### src/dtc_regs.svh
// Register indices, field positions, reset values and prescale counts
`ifndef DTC_REGS_SVH
`define DTC_REGS_SVH
`define DTC_IDX_CONTROL_FLAGS 8'h88
`define DTC_IDX_MODE_SELECT 8'h89
`define DTC_IDX_T0_LOW 8'h8A
`define DTC_IDX_T1_LOW 8'h8B
`define DTC_IDX_T0_HIGH 8'h8C
`define DTC_IDX_T1_HIGH 8'h8D
`define DTC_IDX_PRESCALE 8'h8F
`define DTC_IDX_IRQ_STATUS 8'h90
`define DTC_IDX_IRQ_MASK 8'h91
`define DTC_BIT_T1_FLAG 7
`define DTC_BIT_T1_RUN 6
`define DTC_BIT_T0_FLAG 5
`define DTC_BIT_T0_RUN 4
`define DTC_BIT_GATE 3
`define DTC_BIT_CT_SEL 2
`define DTC_MODE_W 2
`define DTC_TIMER_MODE_SELECT_STRIDE 4
`define DTC_PRESCALE_MASK 8'h3F
`define DTC_RESET_BYTE 8'h00
`define DTC_DIV_SEL00 4'hC
`define DTC_DIV_SEL01 4'h6
`define DTC_DIV_SEL10 4'h4
`define DTC_DIV_SEL11 4'h1
`endif

### src/dtc_pkg.sv
// Types shared by the dual timer block
`default_nettype none
package dtc_pkg;
    typedef enum logic [1:0] {
        DTC_MODE_13BIT = 2'b00,
        DTC_MODE_16BIT = 2'b01,
        DTC_MODE_8RELOAD = 2'b10,
        DTC_MODE_SPLIT = 2'b11
    } dtc_mode_t;

    typedef struct packed {
        logic [7:0] timer_control_flags;
        logic [7:0] timer_mode_select;
        logic [7:0] tl0;
        logic [7:0] th0;
        logic [7:0] tl1;
        logic [7:0] th1;
        logic [7:0] timer_prescale_select;
        logic [1:0] stat;
        logic [1:0] mask;
        logic irq;
        logic waitreq;
        logic [7:0] rdata;
        logic [1:0] pin_s1;
        logic [1:0] pin_s2;
        logic [1:0] pin_s3;
        logic [1:0] gate_s1;
        logic [1:0] gate_s2;
    } dtc_state_t;

    typedef struct packed {
        logic [1:0][3:0] cnt;
        logic [1:0] tick;
    } dtc_presc_state_t;
endpackage : dtc_pkg
`default_nettype wire

### src/dtc_tick_if.sv
// Prescale selects out to the divider and count ticks back
`default_nettype none
interface dtc_tick_if;
    logic [1:0][1:0] sel;
    logic [1:0] tick;
    modport src (input sel, output tick);
    modport dst (output sel, input tick);
endinterface : dtc_tick_if
`default_nettype wire

### src/dtc_prescaler.sv
// Per-timer system clock divider producing one-cycle count ticks
`include "dtc_regs.svh"
`default_nettype none
module dtc_prescaler #(
    parameter int CNT_W = 4
) (
    input wire logic clk_i,
    input wire logic rst_n,
    dtc_tick_if.src tk
);
    dtc_pkg::dtc_presc_state_t st_ff;
    dtc_pkg::dtc_presc_state_t nxt_st;

    if (CNT_W != 4)
    begin : g_bad_width
        $error("dtc_prescaler: CNT_W must be 4");
    end

    function automatic logic [3:0] dtc_div(input logic [1:0] sel);
        unique case (sel)
            2'b00: dtc_div = `DTC_DIV_SEL00;
            2'b01: dtc_div = `DTC_DIV_SEL01;
            2'b10: dtc_div = `DTC_DIV_SEL10;
            2'b11: dtc_div = `DTC_DIV_SEL11;
        endcase
    endfunction : dtc_div

    // Counter is not restarted on a select change; the first tick after it may come early
    always_comb
    begin
        nxt_st = st_ff;
        for (int i = 0; i < 2; i++)
        begin
            if (st_ff.cnt[i] >= dtc_div(tk.sel[i]) - 4'h1)
            begin
                nxt_st.cnt[i] = 4'h0;
                nxt_st.tick[i] = 1'b1;
            end
            else
            begin
                nxt_st.cnt[i] = st_ff.cnt[i] + 4'h1;
                nxt_st.tick[i] = 1'b0;
            end
        end
    end

    always_ff @(posedge clk_i or negedge rst_n)
    begin
        if (!rst_n)
            st_ff <= '0;
        else
            st_ff <= nxt_st;
    end

    assign tk.tick = st_ff.tick;
endmodule : dtc_prescaler
`default_nettype wire

### src/dtc_top.sv
// Dual timer/event counter with Avalon-MM register slave
// Summary of operation
// - Two-bit mode field per timer: 13-bit, 16-bit, 8-bit reload, split.
// - Running counter increments per prescaled tick or per falling edge on the external pin.
// - Non-reload modes wrap to zero after passing full count.
// - 13-bit mode uses low five bits of low byte plus high byte.
// - 13-bit mode: high byte holds bits 12..5; low byte top bits read zero.
// - 16-bit mode: low byte is low half, high byte is high half.
// - 8-bit reload mode: low byte reloads from high byte on overflow, flag set.
// - Timer 1 in mode 11 stops; split mode belongs to timer 0 only.
// - Split low counter times or counts; split high counter only times.
// - Split high counter runs under timer 1 run control.
// - Split high overflow sets timer 1 flag; low overflow sets timer 0 flag.
// - One select bit per timer picks internal ticks or external transitions.
// - Gating: count only while run bit set and gate pin high.
// - Clearing run bit only halts; counts keep their values.
// - Prescale field: divide by 12, 6, 4 or undivided system clock.
// - Overflow sets request flag; interrupt only when enabled.
// - All count, mode, control and prescale registers reset to zero.
//
// Our own choice: the Avalon-MM slave port.
`include "dtc_regs.svh"
`default_nettype none
module dtc_top #(
    parameter int ADDR_W = 10
) (
    input wire logic clk_i,
    input wire logic nrst_i,
    input wire logic [ADDR_W-1:0] address_i,
    input wire logic read_i,
    input wire logic write_i,
    input wire logic [31:0] writedata_i,
    input wire logic [3:0] byteenable_i,
    output logic [31:0] readdata_o,
    output logic waitrequest_o,
    input wire logic [1:0] cnt_pin_i,
    input wire logic [1:0] ext_gate_pin_i,
    input wire logic [1:0] int_ack_i,
    output logic [1:0] overflow_flag_o,
    output logic irq_o
);
    logic [1:0] rst_sync_ff;
    logic rst_n;
    dtc_pkg::dtc_state_t st_ff;
    dtc_pkg::dtc_state_t nxt_st;
    dtc_tick_if tk ();

    if (ADDR_W < 10)
    begin : g_bad_addr
        $error("dtc_top: ADDR_W must be at least 10");
    end

    // Reset release is synchronised; assertion stays asynchronous
    always_ff @(posedge clk_i or negedge nrst_i)
    begin
        if (!nrst_i)
            rst_sync_ff <= 2'b00;
        else
            rst_sync_ff <= {rst_sync_ff[0], 1'b1};
    end
    assign rst_n = rst_sync_ff[1];

    dtc_prescaler #(.CNT_W(4)) u_presc (
        .clk_i(clk_i),
        .rst_n(rst_n),
        .tk(tk)
    );

    function automatic logic [16:0] dtc_step(input dtc_pkg::dtc_mode_t mode,
                                             input logic [7:0] lo,
                                             input logic [7:0] hi,
                                             input logic inc);
        logic [12:0] c13;
        logic [16:0] c16;
        logic [8:0] c8;
        c13 = {hi, lo[4:0]} + 13'h0001;
        c16 = {1'b0, hi, lo} + 17'h00001;
        c8 = {1'b0, lo} + 9'h001;
        dtc_step = {1'b0, hi, lo};
        if (inc)
        begin
            unique case (mode)
                dtc_pkg::DTC_MODE_13BIT:
                    dtc_step = {(&{hi, lo[4:0]}), c13[12:5], 3'h0, c13[4:0]};
                dtc_pkg::DTC_MODE_16BIT:
                    dtc_step = c16;
                dtc_pkg::DTC_MODE_8RELOAD:
                    dtc_step = {c8[8], hi, (c8[8] ? hi : c8[7:0])};
                dtc_pkg::DTC_MODE_SPLIT:
                    dtc_step = {c8[8], hi, c8[7:0]};
            endcase
        end
    endfunction : dtc_step

    dtc_pkg::dtc_mode_t mode0;
    dtc_pkg::dtc_mode_t mode1;
    logic [1:0] fall;
    logic [1:0] run;
    logic [1:0] gate_en;
    logic [1:0] ct_sel;
    logic [1:0] inc;
    logic split0;
    logic hi_inc;
    logic [8:0] hi9;
    logic [16:0] s0;
    logic [16:0] s1;
    logic [1:0] ovf;
    logic [7:0] idx;
    logic [7:0] wdata;
    logic wr_now;
    logic first_cyc;
    logic [7:0] rd_mux;

    always_comb
    begin
        mode0 = dtc_pkg::dtc_mode_t'(st_ff.timer_mode_select[1:0]);
        mode1 = dtc_pkg::dtc_mode_t'(st_ff.timer_mode_select[`DTC_TIMER_MODE_SELECT_STRIDE +: `DTC_MODE_W]);
        split0 = (mode0 == dtc_pkg::DTC_MODE_SPLIT);
        run = {st_ff.timer_control_flags[`DTC_BIT_T1_RUN], st_ff.timer_control_flags[`DTC_BIT_T0_RUN]};
        for (int i = 0; i < 2; i++)
        begin
            fall[i] = st_ff.pin_s3[i] & ~st_ff.pin_s2[i];
            gate_en[i] = st_ff.timer_mode_select[`DTC_BIT_GATE + `DTC_TIMER_MODE_SELECT_STRIDE * i];
            ct_sel[i] = st_ff.timer_mode_select[`DTC_BIT_CT_SEL + `DTC_TIMER_MODE_SELECT_STRIDE * i];
            // Gate pin low only pauses, so pulse width can be measured
            inc[i] = run[i] & (~gate_en[i] | st_ff.gate_s2[i])
                     & (ct_sel[i] ? fall[i] : tk.tick[i]);
        end
        s0 = dtc_step(mode0, st_ff.tl0, st_ff.th0, inc[0]);
        s1 = dtc_step(mode1, st_ff.tl1, st_ff.th1,
                      inc[1] & (mode1 != dtc_pkg::DTC_MODE_SPLIT));
        hi_inc = split0 & run[1] & tk.tick[0];
        hi9 = {1'b0, st_ff.th0} + 9'h001;
        // Timer 1 loses its flag to the split high counter, as in the classic part
        ovf[0] = s0[16];
        ovf[1] = split0 ? (hi_inc & hi9[8]) : s1[16];
    end

    always_comb
    begin
        idx = address_i[9:2];
        wdata = writedata_i[7:0];
        first_cyc = (read_i | write_i) & st_ff.waitreq;
        wr_now = write_i & ~st_ff.waitreq & byteenable_i[0];
        unique case (idx)
            `DTC_IDX_CONTROL_FLAGS: rd_mux = st_ff.timer_control_flags;
            `DTC_IDX_MODE_SELECT: rd_mux = st_ff.timer_mode_select;
            `DTC_IDX_T0_LOW: rd_mux = (mode0 == dtc_pkg::DTC_MODE_13BIT) ?
                                      {3'h0, st_ff.tl0[4:0]} : st_ff.tl0;
            `DTC_IDX_T1_LOW: rd_mux = (mode1 == dtc_pkg::DTC_MODE_13BIT) ?
                                      {3'h0, st_ff.tl1[4:0]} : st_ff.tl1;
            `DTC_IDX_T0_HIGH: rd_mux = st_ff.th0;
            `DTC_IDX_T1_HIGH: rd_mux = st_ff.th1;
            `DTC_IDX_PRESCALE: rd_mux = st_ff.timer_prescale_select;
            `DTC_IDX_IRQ_STATUS: rd_mux = {6'h00, st_ff.stat};
            `DTC_IDX_IRQ_MASK: rd_mux = {6'h00, st_ff.mask};
            default: rd_mux = 8'h00;
        endcase
    end

    always_comb
    begin
        nxt_st = st_ff;
        nxt_st.pin_s1 = cnt_pin_i;
        nxt_st.pin_s2 = st_ff.pin_s1;
        nxt_st.pin_s3 = st_ff.pin_s2;
        nxt_st.gate_s1 = ext_gate_pin_i;
        nxt_st.gate_s2 = st_ff.gate_s1;

        // Counting first; a software write in the same cycle overrides it
        nxt_st.tl0 = s0[7:0];
        nxt_st.th0 = split0 ? (hi_inc ? hi9[7:0] : st_ff.th0) : s0[15:8];
        nxt_st.tl1 = s1[7:0];
        nxt_st.th1 = s1[15:8];
        nxt_st.timer_control_flags[`DTC_BIT_T0_FLAG] = st_ff.timer_control_flags[`DTC_BIT_T0_FLAG] & ~int_ack_i[0];
        nxt_st.timer_control_flags[`DTC_BIT_T1_FLAG] = st_ff.timer_control_flags[`DTC_BIT_T1_FLAG] & ~int_ack_i[1];
        nxt_st.stat = st_ff.stat;

        // Two-cycle handshake: waitrequest drops for one cycle with data ready
        if (first_cyc)
        begin
            nxt_st.waitreq = 1'b0;
            nxt_st.rdata = rd_mux;
        end
        else
        begin
            nxt_st.waitreq = 1'b1;
        end

        if (wr_now)
        begin
            unique case (idx)
                `DTC_IDX_CONTROL_FLAGS: nxt_st.timer_control_flags = wdata;
                `DTC_IDX_MODE_SELECT: nxt_st.timer_mode_select = wdata;
                `DTC_IDX_T0_LOW: nxt_st.tl0 = wdata;
                `DTC_IDX_T1_LOW: nxt_st.tl1 = wdata;
                `DTC_IDX_T0_HIGH: nxt_st.th0 = wdata;
                `DTC_IDX_T1_HIGH: nxt_st.th1 = wdata;
                `DTC_IDX_PRESCALE: nxt_st.timer_prescale_select = wdata & `DTC_PRESCALE_MASK;
                `DTC_IDX_IRQ_STATUS: nxt_st.stat = st_ff.stat & ~wdata[1:0];
                `DTC_IDX_IRQ_MASK: nxt_st.mask = wdata[1:0];
                default: nxt_st.stat = st_ff.stat;
            endcase
        end

        // Hardware set wins over any clear in the same cycle
        nxt_st.timer_control_flags[`DTC_BIT_T0_FLAG] = nxt_st.timer_control_flags[`DTC_BIT_T0_FLAG] | ovf[0];
        nxt_st.timer_control_flags[`DTC_BIT_T1_FLAG] = nxt_st.timer_control_flags[`DTC_BIT_T1_FLAG] | ovf[1];
        nxt_st.stat = nxt_st.stat | ovf;
        nxt_st.irq = |(nxt_st.stat & nxt_st.mask);
    end

    always_ff @(posedge clk_i or negedge rst_n)
    begin
        if (!rst_n)
        begin
            st_ff <= '0;
            st_ff.waitreq <= 1'b1;
        end
        else
        begin
            st_ff <= nxt_st;
        end
    end

    // One driver for the whole select word keeps the interface variable single-sourced
    assign tk.sel = {st_ff.timer_prescale_select[3:2], st_ff.timer_prescale_select[1:0]};
    assign readdata_o = {24'h000000, st_ff.rdata};
    assign waitrequest_o = st_ff.waitreq;
    assign irq_o = st_ff.irq;
    assign overflow_flag_o = {st_ff.timer_control_flags[`DTC_BIT_T1_FLAG], st_ff.timer_control_flags[`DTC_BIT_T0_FLAG]};
endmodule : dtc_top
`default_nettype wire

### config.mk
export PLATFORM = sky130hd
export DESIGN_NAME = dtc_top
export DESIGN_NICKNAME = d
export VERILOG_FILES = /design/src/dtc_pkg.sv /design/src/dtc_tick_if.sv /design/src/dtc_prescaler.sv /design/src/dtc_top.sv
export VERILOG_INCLUDE_DIRS = /design/src
export SDC_FILE = /design/constraint.sdc
export NUM_CORES = 1
export LEC_CHECK = 0
export BUFFER_PORTS_ARGS = -buffer_cell sky130_fd_sc_hd__buf_2
export CAP_MARGIN = 5
export CORE_MARGIN = 3
export CORE_UTILIZATION = 25
export DETAILED_ROUTE_END_ITERATION = 8
export SLEW_MARGIN = 10
export SYNTH_ARGS = -nofsm -noshare
export SYNTH_HDL_FRONTEND = slang
export SYNTH_HIERARCHICAL = 1
export SYNTH_SLANG_ARGS = --single-unit
### constraint.sdc
create_clock -name clk_i -period 6.8 [get_ports clk_i]
set_input_delay 0.68 -clock clk_i [delete_from_list [all_inputs] [get_ports clk_i]]
set_output_delay 0.68 -clock clk_i [all_outputs]
set_load 0.05 [all_outputs]
After elaboration in Yosys (flattened, before gate mapping)
Cells that the tools add are included.

Flip-flop bits (word level): 90. Input bits: 56.

Order comparisons: 2. Eq/ne operators: 22. $add $sub $neg: 11. Bitwise gates (word level): 31. Reduce and logical (&&, ||, !) cells: 10. Mux-type cells: 31.

Operators by type and width (number): $pmux W17 S4 (2); $mux W8 (12); $eq A8 B8 Y1 const B (9); $pmux W8 S9 (1); $mux W60 (1); $add A16 B1 Y17 const B (2); $mux W17 (2); $pmux W4 S4 (2); $add A8 B1 Y9 const B (3); $add A13 B1 Y13 const B (2); $reduce_and A13 Y1 (2); $eq A2 B2 Y1 const B (8); $and A1 B1 Y1 (15); $add A4 B1 Y4 const B (2); $eq A2 B1 Y1 const B (4); $ge A4 B4 Y1 (2); $logic_not A2 Y1 (4); $mux W4 (2); $sub A4 B1 Y4 const B (2); $not A1 Y1 (7); $mux W1 (6); $mux W6 (1); $reduce_and A2 Y1 (3); $or A1 B1 Y1 (5); other kinds (6) (8).

Longest topological paths before layout
Depth in word-level cells: 11. Mapped depth: 8. Mapped depth without buffers: 8.

Cells and area by module
The synthesis kept the hierarchy.

Modules (own cells, without submodules): dtc_top (instances 1, area an instance 5147.4 um^2, cells an instance 534, sequential area each 2003.2 um^2); dtc_prescaler (instances 1, area an instance 594.3 um^2, cells an instance 55, sequential area each 250.2 um^2).

Worst setup path after synthesis
OpenSTA, ideal clock, no wires.

Path type: input to register. Start point: input address_i[7]. End point: register st_ff (netlist bit irq_o). Data arrival time: 2.225 ns. Cell stages on the path: 6. Required time: 6.679 ns. Slack: 4.454 ns. Setup time: 0.121 ns. Path buffers: 1. Path through: or3b_1 -> buf_6 -> or2_2 -> nor3_2 -> mux2_2 -> a22o_1.

RTL lines: from (decl) (line dtc_top.sv:29) `input wire logic [ADDR_W-1:0] address_i,`; to (signal assigned) (line dtc_top.sv:222) `st_ff <= nxt_st;`; to (decl) (line dtc_top.sv:44) `dtc_pkg::dtc_state_t st_ff;`.

==> flow_metrics.py <==
metrics = {
    "synthesis": {
        "ys_warn_count": 6,
        "synth_cells": 589,
        "synth_area_um2": 5740,
        "synthFlopType": "dfrtp_1",
        "synth_edf_count": 0,
        "synth.avg_cell_area_um2": 9.75,
        "ys_ff_latch": 90,
        "yosysSeqAreaShare_pct": 39.2,
        "postSynth.asyncResetShare_pct": 100,
        "yosysUniqueCellTypes": 75,
    },
    "clock_network": {
        "cts_inserted_buffers": 9,
        "postCtsHoldBufs": 0,
        "cts_tree": "yes",
        "cts_setup_buffers": 0,
        "clkSinkCount": 90,
        "cts-resized-gates": 0,
        "insertion_delay_ns": 0.36,
        "clk_pin_slew_ns": 0.07,
        "clock_path_buffers": 2,
        "root_buffer": "clkbuf_16",
        "h-tree-depth": 3,
    },
    "critical_path": {
        "critPathRequiredTime_ns": 7.05,
        "cp.arrival_ns": 2.87,
        "cp-start-kind": "flip-flop",
        "cpPeakStageDelay_ns": 0.79,
        "crit_type": "flip-flop to flip-flop",
        "crit_slowest_cell": "nor4_2",
        "crit_path_cell_trace": "ha_1 > nand4_1 > nor4_2 > mux2i_1 > a211oi_1 > a21o_1",
        "crit_path_end_kind": "flip-flop",
        "crit_fanout": 11,
    },
    "sta": {
        "slew_headroom_pct": 36.2,
        "drv_slew": 0,
        "period_share_pct": 38.5,
        "max_slew.worst_pin.slew_ns": 0.955,
        "max_freq_mhz": 382,
        "fin_skew_ns": 0.00833,
        "rsz0062_at_grt": "false",
        "setup_viol": 0,
        "fin_tns_setup_ns": 0,
        "finalHoldViolCount": 0,
        "period_needed_ns": 2.62,
    },
    "grt": {
        "grt_use_total_pct": 13.0,
        "grt_pass1_wl_mm": 24.8,
        "grt_remaining_overflow": 0,
        "grt_max_degree": 46,
        "antenna_found_initial": 1,
        "grt_pass1_vias": 4225,
    },
    "power_and_ir_drop": {
        "p_leak_nw": 2.58,
        "power.total_mw": 1.45,
        "vdd_drop_max_v": 0.000101,
        "p_per_area_nw_per_um2": 232,
    },
    "drt": {
        "drt_wl_total_mm": 15.7,
        "vias_per_cell": 5.21,
        "wl_per_cell_um": 17.8,
        "drt_iter0_markers": 471,
        "drt_first_pass_iters": 5,
        "route.vias.total": 4597,
        "drc": 0,
        "drt.antenna.violating_nets": 0,
    },
    "min_path": {
        "holdCritPathClass": "input port to asynchronous set/reset pin",
    },
    "status": {
        "status": "finished, final reports clean",
    },
    "finish": {
        "finish.instance_area_um2": 6260,
        "diodes": 0,
        "nNetsFinal": 669,
        "drive_above_1_share_pct": 17.7,
        "syn_to_final_growth_pct": 9.04,
    },
    "floorplan": {
        "io_pins": 92,
        "start_util_pct": 25.9,
        "dieArea_um2": 24800,
        "rows": 54,
        "coreArea_um2": 22200,
        "die_x_um": 158,
        "die_h_um": 158,
    },
    "place": {
        "port_buffers": 38,
        "gp_congestion": 0.869,
        "placed_area_um2": 5970,
        "dp_hpwl_mm": 11.4,
    },
    "job": {
        "drv_cap": 0,
    },
}
-- metrics by stage --
stage | hold WS (ns) | utilization [%] | setup slack (ns) | std cells
floorplan | 0.331 | - | 4.11 | 612
global placement | 0.333 | 26.9 | 4.05 | 867
detailed placement | 0.335 | 26.9 | 4.01 | 867
CTS | 0.0867 | 28.3 | 4.27 | 883
global route | 0.0864 | 28.3 | 4.02 | 883
finish | 0.0975 | 28.3 | 4.18 | 883
-- power by group --
group          internal, mW  total (mW)  leakage [nW]  switching, mW
sequential            0.586       0.649          1.07         0.0631
combinational         0.119       0.299          1.36          0.180
clock                 0.284       0.505         0.145          0.221
-- worst paths after layout --
| path | slack, ns | to | cells after the start | start |
|---|---|---|---|---|
| max | 4.18 | st_ff[57] | 6 | st_ff[56] |
| max in group asynchronous | 5.46 | waitrequest_o | 1 | rst_sync_ff[1] |
| min | 0.1 | rst_sync_ff[1] | 1 | nrst_i |
| max reg2reg | 4.18 | st_ff[57] | 6 | st_ff[56] |
| min reg2reg | 0.34 | nxt_st[0] | 0 | rst_sync_ff[1] |
| min in group clk_i | 0.35 | nxt_st[5] | 0 | nxt_st[7] |
-- cells in the mapped netlist (5+ instances only) --
master / count / area share [%]
nand3b_1: 5 / 0.65
nor2b_1: 6 / 0.65
and3_1: 13 / 1.4
o211ai_1: 13 / 1.7
a21o_1: 8 / 1.0
a221oi_1: 5 / 0.76
buf_2: 13 / 1.1
nand3_1: 19 / 1.7
a21oi_1: 30 / 2.6
xor2_1: 12 / 1.8
a22o_1: 6 / 0.92
nor3_1: 21 / 1.8
dfrtp_1: 89 / 39
nand2b_1: 10 / 1.1
o21ai_0: 27 / 2.4
nand4_1: 6 / 0.65
buf_4: 37 / 4.8
clkbuf_1: 8 / 0.52
inv_1: 12 / 0.78
nor2_1: 46 / 3.0
nand2_1: 32 / 2.1
ha_1: 15 / 3.3
a211oi_1: 11 / 1.4
mux2_2: 26 / 5.1
mux2i_1: 15 / 2.6
nor4_1: 7 / 0.76
mux4_2: 6 / 2.4
and2_1: 5 / 0.54
-- worst max-delay path, delay by kind of cell (launching register included) --
family	cells	cell delay, ns
adders and majority gates	1	0.27
and+or+nand+nor	2	1.24
DFF	1	0.48
AOI/OAI and AO/OA	2	0.26
muxes	1	0.26
-- cell type report --
type / instances / area, µm²
Multi-Input combinational cell: 445 / 3110
Clock buffer: 9 / 225
Tap cell: 280 / 350
Inverter: 12 / 45.0
Sequential cell: 90 / 2260
Clock inverter: 7 / 70.1
Timing Repair Buffer: 40 / 205
Fill cell: 2344 / 15900
-- placed cells by master (no fill, tap or decap), types with 10 or more instances in the layout --
cell / count
a21oi_1: 30
nor2_1: 46
inv_1: 12
xor2_1: 12
mux2i_1: 15
o21ai_0: 27
nand2b_1: 10
a211oi_1: 11
dfrtp_1: 88
and3_1: 13
conb_1: 25
nand3_1: 19
nor3_1: 21
ha_1: 15
nand2_1: 32
buf_2: 38
o211ai_1: 13
mux2_2: 26
-- flip-flops by register name, indices dropped and copies added, names as in the netlist --
signal / cells
u_presc/st_ff: 8
ct_sel: 2
nxt_st: 6
gate_en: 2
run: 2
readdata_o: 8
rst_sync_ff: 2
u_presc/tk.tick: 2
mode1: 2
waitrequest_o: 1
st_ff: 50
mode0: 2
irq_o: 1
overflow_flag_o: 2
-- per-layer routing --
layer,track usage (%),wire length (µm)
met5,0,14
met4,3.60,346
met3,3.22,1150
met2,19.4,6900
met1,18.7,7320
-- cells by family (layout without fill, tap and decap cells) --
family	count (synthesis)	after routing	share of synthesized area, %
DFF	90	90	39.2
xor gates and xnor gates	15	15	2.29
adders and majority gates	15	15	3.27
buffers and inverters	77	68	8.13
and+or+nand+nor	200	200	19.2
AOI/OAI and AO/OA	143	143	17.7
muxes	47	47	10.1
other	2	25	0.131
Note: power is estimated with default switching activity, not from simulation.
